**config.mk**
```make
export PLATFORM = sky130hd
export DESIGN_NAME = cell_input_gating
export DESIGN_NICKNAME = d
export VERILOG_FILES = /design/src/cell_gating_pkg.sv /design/src/cell_input_gating.sv
export SDC_FILE = /design/constraint.sdc
export NUM_CORES = 1
export LEC_CHECK = 0
export BUFFER_PORTS_ARGS = -buffer_cell sky130_fd_sc_hd__clkbuf_2
export CAP_MARGIN = 20
export CORE_ASPECT_RATIO = 1.4
export CORE_UTILIZATION = 46
export DETAILED_ROUTE_END_ITERATION = 16
export GPL_TIMING_DRIVEN = 0
export PLACE_DENSITY = 0.75
export SYNTH_ARGS = -nofsm -noshare
export SYNTH_HDL_FRONTEND = slang
export SYNTH_SLANG_ARGS = --single-unit
```
**constraint.sdc**
```tcl
create_clock -name clk -period 2.4 [get_ports clk]
set_input_delay 0.48 -clock clk [delete_from_list [all_inputs] [get_ports clk]]
set_output_delay 0.48 -clock clk [all_outputs]
set_load 0.005 [all_outputs]
```
**src/cell_gating_pkg.sv**
```systemverilog
// constants for the logic cell input gating and polarity stage
package cell_gating_pkg;
   // apb geometry
   localparam int unsigned ADDR_W = 12;
   localparam int unsigned DATA_W = 32;
   localparam int unsigned REG_W = 8;
   // register byte addresses
   localparam logic [11:0] CELL_CONTROL_ADDR = 12'h000;
   localparam logic [11:0] CELL_POLARITY_CONTROL_ADDR = 12'h004;
   localparam logic [11:0] DATA_ONE_SOURCE_SELECT_ADDR = 12'h008;
   localparam logic [11:0] SOURCE_SELECT_STRIDE = 12'h004;
   localparam logic [11:0] GATE_ZERO_TERM_ENABLE_ADDR = 12'h018;
   // data selection
   localparam int unsigned NUM_DATA = 4;
   localparam int unsigned SEL_W = 6;
   localparam int unsigned NUM_SOURCES = 64;
   localparam int unsigned NUM_GATES = 4;
   // cell control fields
   localparam int unsigned CELL_ENABLE_BIT_POS = 7;
   localparam int unsigned CELL_OUTPUT_STATUS_POS = 5;
   localparam logic [7:0] CELL_CONTROL_RESET = 8'h00;
   // polarity fields
   localparam int unsigned CELL_OUTPUT_INVERT_POS = 7;
   localparam logic [7:0] POLARITY_WRITE_MASK = 8'h8f;
   // selector field mask, bits 7:6 unimplemented
   localparam logic [7:0] SOURCE_SELECT_MASK = 8'h3f;
endpackage

```
**src/cell_input_gating.sv**
```systemverilog
// apb register file, data selection, gate zero combining and polarity stage
//
// Decided for this implementation: the APB interface to the registers and the register addresses.
`timescale 1ns/100ps

// Behaviour
// - output invert bit 7 set inverts the cell result before driving the output
// - polarity bits 0-3 invert gates 0-3 where applied to the function
// - polarity bits 6-4 have no function and read zero
// - first selector bits 5-0 choose the source of data one
// - second selector bits 5-0 choose the source of data two
// - third selector bits 5-0 choose the source of data three
// - fourth selector bits 5-0 choose the source of data four
// - selector bits 7-6 are unimplemented and read zero
// - gate zero odd enable bits gate true data four/three/two/one in
// - gate zero even enable bits gate inverted data four/three/two/one in
// - cell enable clear forces the cell output to zero
// - reset clears only the control register, other settings are kept
// - output status bit shows the cell output after output inversion
module cell_input_gating (
   input wire logic clk,
   input wire logic rst,
   input wire logic psel,
   input wire logic penable,
   input wire logic pwrite,
   input wire logic [cell_gating_pkg::ADDR_W-1:0] paddr,
   input wire logic [cell_gating_pkg::DATA_W-1:0] pwdata,
   input wire logic [3:0] pstrb,
   output logic [cell_gating_pkg::DATA_W-1:0] prdata,
   output logic pready,
   output logic pslverr,
   input wire logic [cell_gating_pkg::NUM_SOURCES-1:0] data_sources,
   input wire logic gate_one_raw,
   input wire logic gate_two_raw,
   input wire logic gate_three_raw,
   input wire logic cell_function_result,
   output logic selected_data_one,
   output logic selected_data_two,
   output logic selected_data_three,
   output logic selected_data_four,
   output logic gate_zero_applied,
   output logic gate_one_applied,
   output logic gate_two_applied,
   output logic gate_three_applied,
   output logic cell_enable,
   output logic cell_output_signal
);
   import cell_gating_pkg::*;

   ////////////////////////////////////////////////////////////////////////////////
   // declarations

   logic [REG_W-1:0] control_q;
   logic [REG_W-1:0] polarity_q;
   logic [SEL_W-1:0] source_q [NUM_DATA];
   logic [REG_W-1:0] gate_zero_enable_q;
   logic [NUM_DATA-1:0] selected_q;
   logic [NUM_GATES-1:0] gate_applied_q;
   logic cell_output_q;
   logic [DATA_W-1:0] prdata_q;
   logic pready_q;
   logic pslverr_q;
   logic setup_phase;
   logic write_commit;
   logic [NUM_DATA-1:0] source_hit;
   logic addr_mapped;
   logic [REG_W-1:0] read_value;
   logic [NUM_DATA-1:0] gate_zero_terms;
   logic gate_zero_raw;
   logic [NUM_GATES-1:0] gate_raw;
   logic cell_output_d;
   logic cell_output_invert;
   logic cell_enable_bit;

   ////////////////////////////////////////////////////////////////////////////////
   // apb handshake

   // setup cycle and committing access edge
   assign setup_phase = psel && !penable;
   assign write_commit = psel && penable && pready_q && pwrite;

   // per-selector address match
   genvar gi;
   generate
      for (gi = 0; gi < NUM_DATA; gi++) begin : g_hit
         assign source_hit[gi] = (paddr == DATA_ONE_SOURCE_SELECT_ADDR
            + ADDR_W'(gi) * SOURCE_SELECT_STRIDE);
      end
   endgenerate

   // decode of the implemented words
   assign addr_mapped = (paddr == CELL_CONTROL_ADDR)
      || (paddr == CELL_POLARITY_CONTROL_ADDR)
      || (paddr == GATE_ZERO_TERM_ENABLE_ADDR)
      || (|source_hit);

   // read mux, unimplemented bits come back as zero
   always_comb begin
      read_value = '0;
      if (paddr == CELL_CONTROL_ADDR) begin
         read_value[CELL_ENABLE_BIT_POS] = control_q[CELL_ENABLE_BIT_POS];
         read_value[CELL_OUTPUT_STATUS_POS] = cell_output_q;
      end else if (paddr == CELL_POLARITY_CONTROL_ADDR) begin
         read_value = polarity_q & POLARITY_WRITE_MASK;
      end else if (paddr == GATE_ZERO_TERM_ENABLE_ADDR) begin
         read_value = gate_zero_enable_q;
      end else begin
         for (int k = 0; k < NUM_DATA; k++) begin
            if (source_hit[k]) begin
               read_value = {2'h0, source_q[k]};
            end
         end
      end
   end

   // one-cycle access phase, ready raised after every setup cycle
   always_ff @(posedge clk) begin
      if (rst) begin
         pready_q <= 1'b0;
         pslverr_q <= 1'b0;
         prdata_q <= '0;
      end else begin
         pready_q <= setup_phase;
         pslverr_q <= setup_phase && !addr_mapped;
         if (setup_phase && !pwrite && addr_mapped) begin
            prdata_q <= {{(DATA_W-REG_W){1'b0}}, read_value};
         end else if (setup_phase) begin
            prdata_q <= '0;
         end
      end
   end

   ////////////////////////////////////////////////////////////////////////////////
   // registers

   // control register, the only one cleared by reset
   always_ff @(posedge clk) begin
      if (rst) begin
         control_q <= CELL_CONTROL_RESET;
      end else if (write_commit && pstrb[0] && paddr == CELL_CONTROL_ADDR) begin
         control_q <= '0;
         control_q[CELL_ENABLE_BIT_POS] <= pwdata[CELL_ENABLE_BIT_POS];
      end
   end

   // polarity register, kept through reset
   always_ff @(posedge clk) begin
      if (write_commit && pstrb[0] && paddr == CELL_POLARITY_CONTROL_ADDR) begin
         polarity_q <= pwdata[REG_W-1:0] & POLARITY_WRITE_MASK;
      end
   end

   // gate zero term enables, kept through reset
   always_ff @(posedge clk) begin
      if (write_commit && pstrb[0] && paddr == GATE_ZERO_TERM_ENABLE_ADDR) begin
         gate_zero_enable_q <= pwdata[REG_W-1:0];
      end
   end

   // source selectors and selected data, one per data signal
   generate
      for (gi = 0; gi < NUM_DATA; gi++) begin : g_sel
         always_ff @(posedge clk) begin
            if (write_commit && pstrb[0] && source_hit[gi]) begin
               source_q[gi] <= pwdata[SEL_W-1:0];
            end
         end
         always_ff @(posedge clk) begin
            if (rst) begin
               selected_q[gi] <= 1'b0;
            end else begin
               selected_q[gi] <= data_sources[source_q[gi]];
            end
         end
         // odd bit true term, even bit inverted term
         assign gate_zero_terms[gi] = (gate_zero_enable_q[2*gi+1] && selected_q[gi])
            || (gate_zero_enable_q[2*gi] && !selected_q[gi]);
      end
   endgenerate

   ////////////////////////////////////////////////////////////////////////////////
   // gates and output

   assign gate_zero_raw = |gate_zero_terms;
   assign gate_raw = {gate_three_raw, gate_two_raw, gate_one_raw, gate_zero_raw};
   assign cell_output_invert = polarity_q[CELL_OUTPUT_INVERT_POS];
   assign cell_enable_bit = control_q[CELL_ENABLE_BIT_POS];

   // gate polarity applied before the logic function
   always_ff @(posedge clk) begin
      if (rst) begin
         gate_applied_q <= '0;
      end else begin
         gate_applied_q <= gate_raw ^ polarity_q[NUM_GATES-1:0];
      end
   end

   // output inversion, then forced low while disabled
   assign cell_output_d = cell_enable_bit && (cell_function_result ^ cell_output_invert);

   always_ff @(posedge clk) begin
      if (rst) begin
         cell_output_q <= 1'b0;
      end else begin
         cell_output_q <= cell_output_d;
      end
   end

   // port drive
   assign prdata = prdata_q;
   assign pready = pready_q;
   assign pslverr = pslverr_q;
   assign selected_data_one = selected_q[0];
   assign selected_data_two = selected_q[1];
   assign selected_data_three = selected_q[2];
   assign selected_data_four = selected_q[3];
   assign gate_zero_applied = gate_applied_q[0];
   assign gate_one_applied = gate_applied_q[1];
   assign gate_two_applied = gate_applied_q[2];
   assign gate_three_applied = gate_applied_q[3];
   assign cell_enable = control_q[CELL_ENABLE_BIT_POS];
   assign cell_output_signal = cell_output_q;
endmodule

```
# Word-level counts from Yosys, hierarchy flattened
# Memory sizes are Yosys's and may differ from the RTL's.
# Cells that the tools add are included.
[op_classes]
n_reduce_logical = 45
n_eq_ne = 6
bitwise = 2
n_mux = 37
magnitude_cmp = 4
[op_table]
columns = ["op", "count"]
rows = [
  ["8-bit 2-to-1 mux", 7],
  ["12-bit by 5-bit equality test with 1-bit output, second input constant", 3],
  ["6-bit by 7-bit < comparator with 1-bit output, second input constant", 4],
  ["1-bit binary-select mux with 6-bit select", 4],
  ["12-bit by 4-bit equality test with 1-bit output, second input constant", 2],
  ["1-bit logical AND", 24],
  ["6-bit 2-to-1 mux", 4],
  ["1-bit 2-to-1 mux", 18],
  ["6-bit OR reduction", 3],
  ["12-bit by 3-bit equality test with 1-bit output, second input constant", 1],
  ["12-bit zero test", 1],
  ["4-bit OR reduction", 2],
  ["1-bit zero test", 7],
  ["1-bit logical OR", 7],
  ["2-bit 2-to-1 mux", 3],
  ["5-bit 2-to-1 mux", 1],
  ["4-bit bitwise XOR", 1],
  ["2-bit nonzero test", 1],
  ["1-bit bitwise XOR", 1],
]
[totals]
register_bits = 33
n_memories = 1
output_inout_bits = 44
wordCells = 107
in_bits = 121
mem_bits_rw = 24
[mem_list]
columns = ["memory", "depth", "word_bits", "read_ports", "rd_ports_with_merged_regs", "wr", "line", "rtl"]
rows = [
  ["source_q", 4, 6, 4, 0, 1, "cell_input_gating.sv:55", "logic [SEL_W-1:0] source_q [NUM_DATA];"],
]

# Depth between registers and ports, before layout
[depth]
depth_word = 11
mapped_depth = 7
depth_no_buf = 5

# Worst setup path after synthesis
# OpenSTA, ideal clock, no wires.
[synth_timing]
kind = "input-to-reg"
startpoint = "input port paddr[11] (netlist name)"
endpoint = "memory source_q[3][0], enable pin"
cell_stages = 5
t_arrival_ns = 1.893
setup_slack_ns = 0.129
setup_ns = 0.378
n_path_buf = 0
required_ns = 2.022
path_cell_list = "nor4_1 > nand3_1 > nor3_1 > nand2_1 > nor3b_1"
[synth_between]
elab_chain_cells = 8
word_cells_on_any_way = 25
cone_classes = "eq/ne (4); mux (14); reduce/logical (7)"
[synth_rtl]
columns = ["item", "line", "rtl"]
rows = [
  ["start, declared", "cell_input_gating.sv:26", "input wire logic [cell_gating_pkg::ADDR_W-1:0] paddr,"],
  ["12-bit by 4-bit equality test with 1-bit output", "cell_input_gating.sv:86", "assign source_hit[gi] = (paddr == DATA_ONE_SOURCE_SELECT_ADDR"],
  ["1-bit logical AND", "cell_input_gating.sv:164", "if (write_commit && pstrb[0] && source_hit[gi]) begin"],
  ["1-bit 2-to-1 mux", "cell_input_gating.sv:164", ""],
  ["1-bit 2-to-1 mux (implied by the code)", "cell_input_gating.sv:165", "source_q[gi] <= pwdata[SEL_W-1:0];"],
  ["6-bit OR reduction (no line)", "-", ""],
  ["2-bit 2-to-1 mux (no line) or 1-bit 2-to-1 mux (tied branches) (3 in a row)", "-", ""],
  ["end, declared", "cell_input_gating.sv:55", ""],
]
# Parallel ways exist; a longest one is shown, timed or not.

==> run_summary.xml <==
<?xml version="1.0" encoding="UTF-8"?>
<metrics>
  <group name="outcome">
    <metric name="status" unit="">finished, final reports clean</metric>
  </group>
  <group name="synthesis">
    <metric name="synth-edff-count" unit="">37</metric>
    <metric name="synth_area_per_inst" unit="um2">12.5</metric>
    <metric name="synth.yosys.seq_area_share" unit="%">31.8</metric>
    <metric name="synth_top_flop_cell" unit="">sky130_fd_sc_hd__edfxtp_1</metric>
    <metric name="netlist_area_before_placement" unit="um2">4750</metric>
    <metric name="post_synth_inst_count" unit="">381</metric>
    <metric name="synthArstFlopShare" unit="%">0</metric>
    <metric name="synth_cell_type_count" unit="">50</metric>
    <metric name="flop_and_latch_count_out_of_synthesis" unit="">57</metric>
    <metric name="yosysWarnings" unit="">0</metric>
  </group>
  <group name="floorplan">
    <metric name="floorplan.rows" unit="">43</metric>
    <metric name="ios" unit="">165</metric>
    <metric name="dieWidth" unit="um">87.9</metric>
    <metric name="fp.dieArea" unit="um2">10700</metric>
    <metric name="coreArea" unit="um2">9950</metric>
    <metric name="die-height" unit="um">122</metric>
    <metric name="initial_core_util" unit="%">47.7</metric>
  </group>
  <group name="critical_path">
    <metric name="path_delay_family" unit="">buffers and inverters</metric>
    <metric name="worstPathCellList" unit="">clkbuf_1 -&gt; buf_2 -&gt; mux4_1 -&gt; a22oi_1 -&gt; nand4_1 -&gt; nand4b_1 -&gt; o21ai_1</metric>
    <metric name="worstPathMaxFanout" unit="">10</metric>
    <metric name="timing.setup.critical_path_class" unit="">flop to flop</metric>
    <metric name="critPathMaxStageDelay" unit="ns">0.39</metric>
    <metric name="critical-path-slowest-cell" unit="">sky130_fd_sc_hd__clkbuf_1</metric>
    <metric name="worst_r2r_startpoint" unit="">source_q[3][1]</metric>
    <metric name="timing.critical_path.from" unit="">source_q[3][1]</metric>
    <metric name="timing.critical_path.from_type" unit="">flop</metric>
    <metric name="critPathArrivalTime" unit="ns">2.35</metric>
    <metric name="cp.required" unit="ns">2.59</metric>
    <metric name="endpoint_kind" unit="">flop</metric>
    <metric name="cp.buffers_inverters" unit="">2</metric>
  </group>
  <group name="timing">
    <metric name="max_clock_freq" unit="GHz">0.463</metric>
    <metric name="slew-limit-headroom" unit="%">58.5</metric>
    <metric name="transition_time_at_the_pin_with_the_least_slew_margin" unit="ns">0.622</metric>
    <metric name="finalHoldViolations" unit="">0</metric>
    <metric name="grt_setup_unrepaired" unit="">no</metric>
    <metric name="setup_total_negative_slack" unit="ns">0</metric>
    <metric name="drv_slew" unit="">0</metric>
    <metric name="clock-skew-final" unit="ns">0.00668</metric>
    <metric name="finalWorstSetupSlack" unit="ns">0.240</metric>
    <metric name="period_share" unit="%">90.0</metric>
    <metric name="period_minus_slack" unit="ns">2.16</metric>
    <metric name="hold_slack" unit="ns">0.339</metric>
    <metric name="report.final.setup_viol" unit="">0</metric>
  </group>
  <group name="placed_design">
    <metric name="detailedPlace.worstSlack" unit="ns">-0.449</metric>
    <metric name="placedInstanceArea" unit="um2">5570</metric>
    <metric name="io_buffer_count" unit="">113</metric>
    <metric name="place.gp.congestion" unit="">0.951</metric>
    <metric name="post-dp-hpwl" unit="um">11000</metric>
  </group>
  <group name="clocking">
    <metric name="ctsRootBufferMaster" unit="">sky130_fd_sc_hd__clkbuf_16</metric>
    <metric name="clkLatencyLatePin" unit="ns">0.32</metric>
    <metric name="cts_htree_levels" unit="">3</metric>
    <metric name="tritoncts_num_sinks" unit="">57</metric>
    <metric name="cts-buffers-inserted" unit="">9</metric>
    <metric name="tritoncts" unit="">yes</metric>
    <metric name="cts_max_path_buffers" unit="">2</metric>
    <metric name="clk_pin_slew" unit="ns">0.05</metric>
  </group>
  <group name="power_and_ir_drop">
    <metric name="netSwitchingFraction" unit="%">20.6</metric>
    <metric name="share_comb_of_total_power" unit="%">13.5</metric>
    <metric name="worst_ir_drop_vdd" unit="V">0.000571</metric>
    <metric name="power_switching" unit="W">0.000566</metric>
    <metric name="power.clock.fraction" unit="%">48.0</metric>
    <metric name="seq_power_share" unit="%">38.5</metric>
    <metric name="static-leakage-power" unit="nW">2.44</metric>
    <metric name="p_per_area" unit="nW/um2">465</metric>
    <metric name="cell_internal_pwr" unit="W">0.00218</metric>
  </group>
  <group name="hold_path">
    <metric name="min_path_type" unit="">input pin to flop</metric>
    <metric name="min_from" unit="">pwdata[6]</metric>
  </group>
  <group name="final_layout">
    <metric name="layout_common_cells" unit="">115 x sky130_fd_sc_hd__clkbuf_2, 38 x sky130_fd_sc_hd__mux4_2, 37 x sky130_fd_sc_hd__edfxtp_1, 29 x sky130_fd_sc_hd__mux2i_1, 26 x sky130_fd_sc_hd__nand2_1</metric>
    <metric name="layout-drive-gt1-share" unit="%">41.7</metric>
    <metric name="flow.area_growth_from_synthesis" unit="%">24.5</metric>
    <metric name="insertedDiodeCount" unit="">0</metric>
    <metric name="layout.cells.most_common" unit="">sky130_fd_sc_hd__clkbuf_2</metric>
    <metric name="count_of_nets_after_finishing" unit="">649</metric>
    <metric name="fin_area" unit="um2">5910</metric>
  </group>
  <group name="drt">
    <metric name="vias_per_cell" unit="">6.15</metric>
    <metric name="number_of_nets_with_antenna_violations_after_detailed_routing" unit="">0</metric>
    <metric name="routed-via-count" unit="">4108</metric>
    <metric name="wirelength" unit="um">14300</metric>
    <metric name="first_pass_iters" unit="">5</metric>
    <metric name="drt-wirelength-per-cell" unit="um">21.4</metric>
    <metric name="drt_iter0_drc" unit="">344</metric>
    <metric name="post-route-drc-count" unit="">0</metric>
  </group>
  <group name="global_routing">
    <metric name="maximum_number_of_pins_on_one_net_before_global_route_repair" unit="">11</metric>
    <metric name="wire_length_of_the_first_global_routing_pass" unit="um">21700</metric>
    <metric name="overflow" unit="">0</metric>
    <metric name="groute.usage.overall" unit="%">27.5</metric>
    <metric name="antenna_found_initial" unit="">0</metric>
    <metric name="vias_in_the_first_global_route" unit="">4103</metric>
  </group>
  <group name="run">
    <metric name="timing.max_cap.violations" unit="">0</metric>
  </group>
</metrics>
==> worst register-to-register path, stage by stage (launching register included) <==
cell and delay, ns:
sky130_fd_sc_hd__edfxtp_1 0.31, sky130_fd_sc_hd__clkbuf_1 0.39, sky130_fd_sc_hd__buf_2 0.39, sky130_fd_sc_hd__mux4_1 0.38
sky130_fd_sc_hd__a22oi_1 0.17, sky130_fd_sc_hd__nand4_1 0.16, sky130_fd_sc_hd__nand4b_1 0.13, sky130_fd_sc_hd__o21ai_1 0.08
==> cells by family after synthesis <==
logic type / Yosys count / synth area share [%]
AND/OR/NAND/NOR: 112 / 12.6
flip-flops: 57 / 31.8
multiplexers: 98 / 39.4
other: 1 / 0.0790
XOR/XNOR: 5 / 0.922
buffers and inverters: 61 / 8.35
AO/OA/AOI/OAI: 47 / 6.82
==> per-stage QoR <==
stage	instances	power, W	utilization [%]
6_report	668	0.00275	59.4
4_1_cts	668	0.00276	59.3
3_3_place_gp	652	0.00143	56.0
5_1_grt	668	0.00284	59.4
2_1_floorplan	404	0.00127	-
3_5_place_dp	652	0.00144	56.0
==> state kept, by name, summed over array words and instances, names as in the netlist <==
signal               count
pready                   1
selected_data_one        1
cell_output_signal       1
pslverr                  1
gate_applied_q           4
source_q                24
selected_data_four       1
selected_data_two        1
control_q                1
polarity_q               5
selected_data_three      1
gate_zero_enable_q       8
prdata                   8
==> worst paths after layout <==
check	depth (start not counted)	slack, ns	end
min	1	0.34	gate_zero_enable_q[6]
max	7	0.24	selected_data_four
min reg2reg	2	0.45	prdata[4]
max reg2reg	7	0.24	selected_data_four
==> per-layer routing <==
metal  routed length (um)  global-route usage, %  part of all wire, %  vias to the layer above
met1                 4980                   31.8                   35                     1980
met2                 7590                   48.2                   53                      260
met3                 1030                   3.23                  7.2                       57
li1                     -                      -                    -                     1811
met5                    0                      0                    0                        -
met4                  706                   16.7                  4.9                        0
==> power by group through the flow <==
stage | Combinational (W) | Clock, W | Sequential, W
after floorplan | 0.000197 | 0 | 0.00107
after global placement | 0.000354 | 0 | 0.00107
after detailed placement | 0.000362 | 0 | 0.00107
after CTS | 0.000365 | 0.00134 | 0.00106
after global routing | 0.000399 | 0.00138 | 0.00106
final | 0.000371 | 0.00132 | 0.00106
==> layout make-up <==
cell class              instances  area, um2
flip-flops and latches         57       1510
clock buffers                  12        246
repair buffers                113        566
fillers                       843       4040
multi-input cells             286       2950
well taps                     135        169
plain buffers                  60        393
clock inverters                 4       68.8
inverters                       1       3.75
==> cell usage after synthesis (4+ instances only) <==
library cell	number	share of area, %
sky130_fd_sc_hd__dfxtp_1	20	8.4
sky130_fd_sc_hd__buf_6	7	1.7
sky130_fd_sc_hd__mux2i_1	29	6.1
sky130_fd_sc_hd__nand4_1	6	0.79
sky130_fd_sc_hd__nor2_1	16	1.3
sky130_fd_sc_hd__nand3_1	16	1.7
sky130_fd_sc_hd__clkbuf_1	13	1.0
sky130_fd_sc_hd__and3_1	4	0.53
sky130_fd_sc_hd__o211ai_1	4	0.63
sky130_fd_sc_hd__nor3_1	9	0.95
sky130_fd_sc_hd__buf_2	12	1.3
sky130_fd_sc_hd__a21oi_1	15	1.6
sky130_fd_sc_hd__nor3b_1	5	0.79
sky130_fd_sc_hd__mux4_2	38	18
sky130_fd_sc_hd__nand2_1	26	2.1
sky130_fd_sc_hd__mux4_1	25	14
sky130_fd_sc_hd__buf_4	25	4.0
sky130_fd_sc_hd__nor2b_1	11	1.4
sky130_fd_sc_hd__xnor2_1	5	0.92
sky130_fd_sc_hd__mux2_2	6	1.4
sky130_fd_sc_hd__nand3b_1	4	0.63
sky130_fd_sc_hd__o21ai_0	4	0.42
sky130_fd_sc_hd__edfxtp_1	37	23
==> timing repair <==
action | in CTS | in global routing
hold buffers | 0 | 0
buffers inserted | 0 | 0
endpoints found under the setup margin | 12 | 17
cloned | 0 | 0
gates resized for setup | 3 | 2
Power figures use the tool's default switching activity.
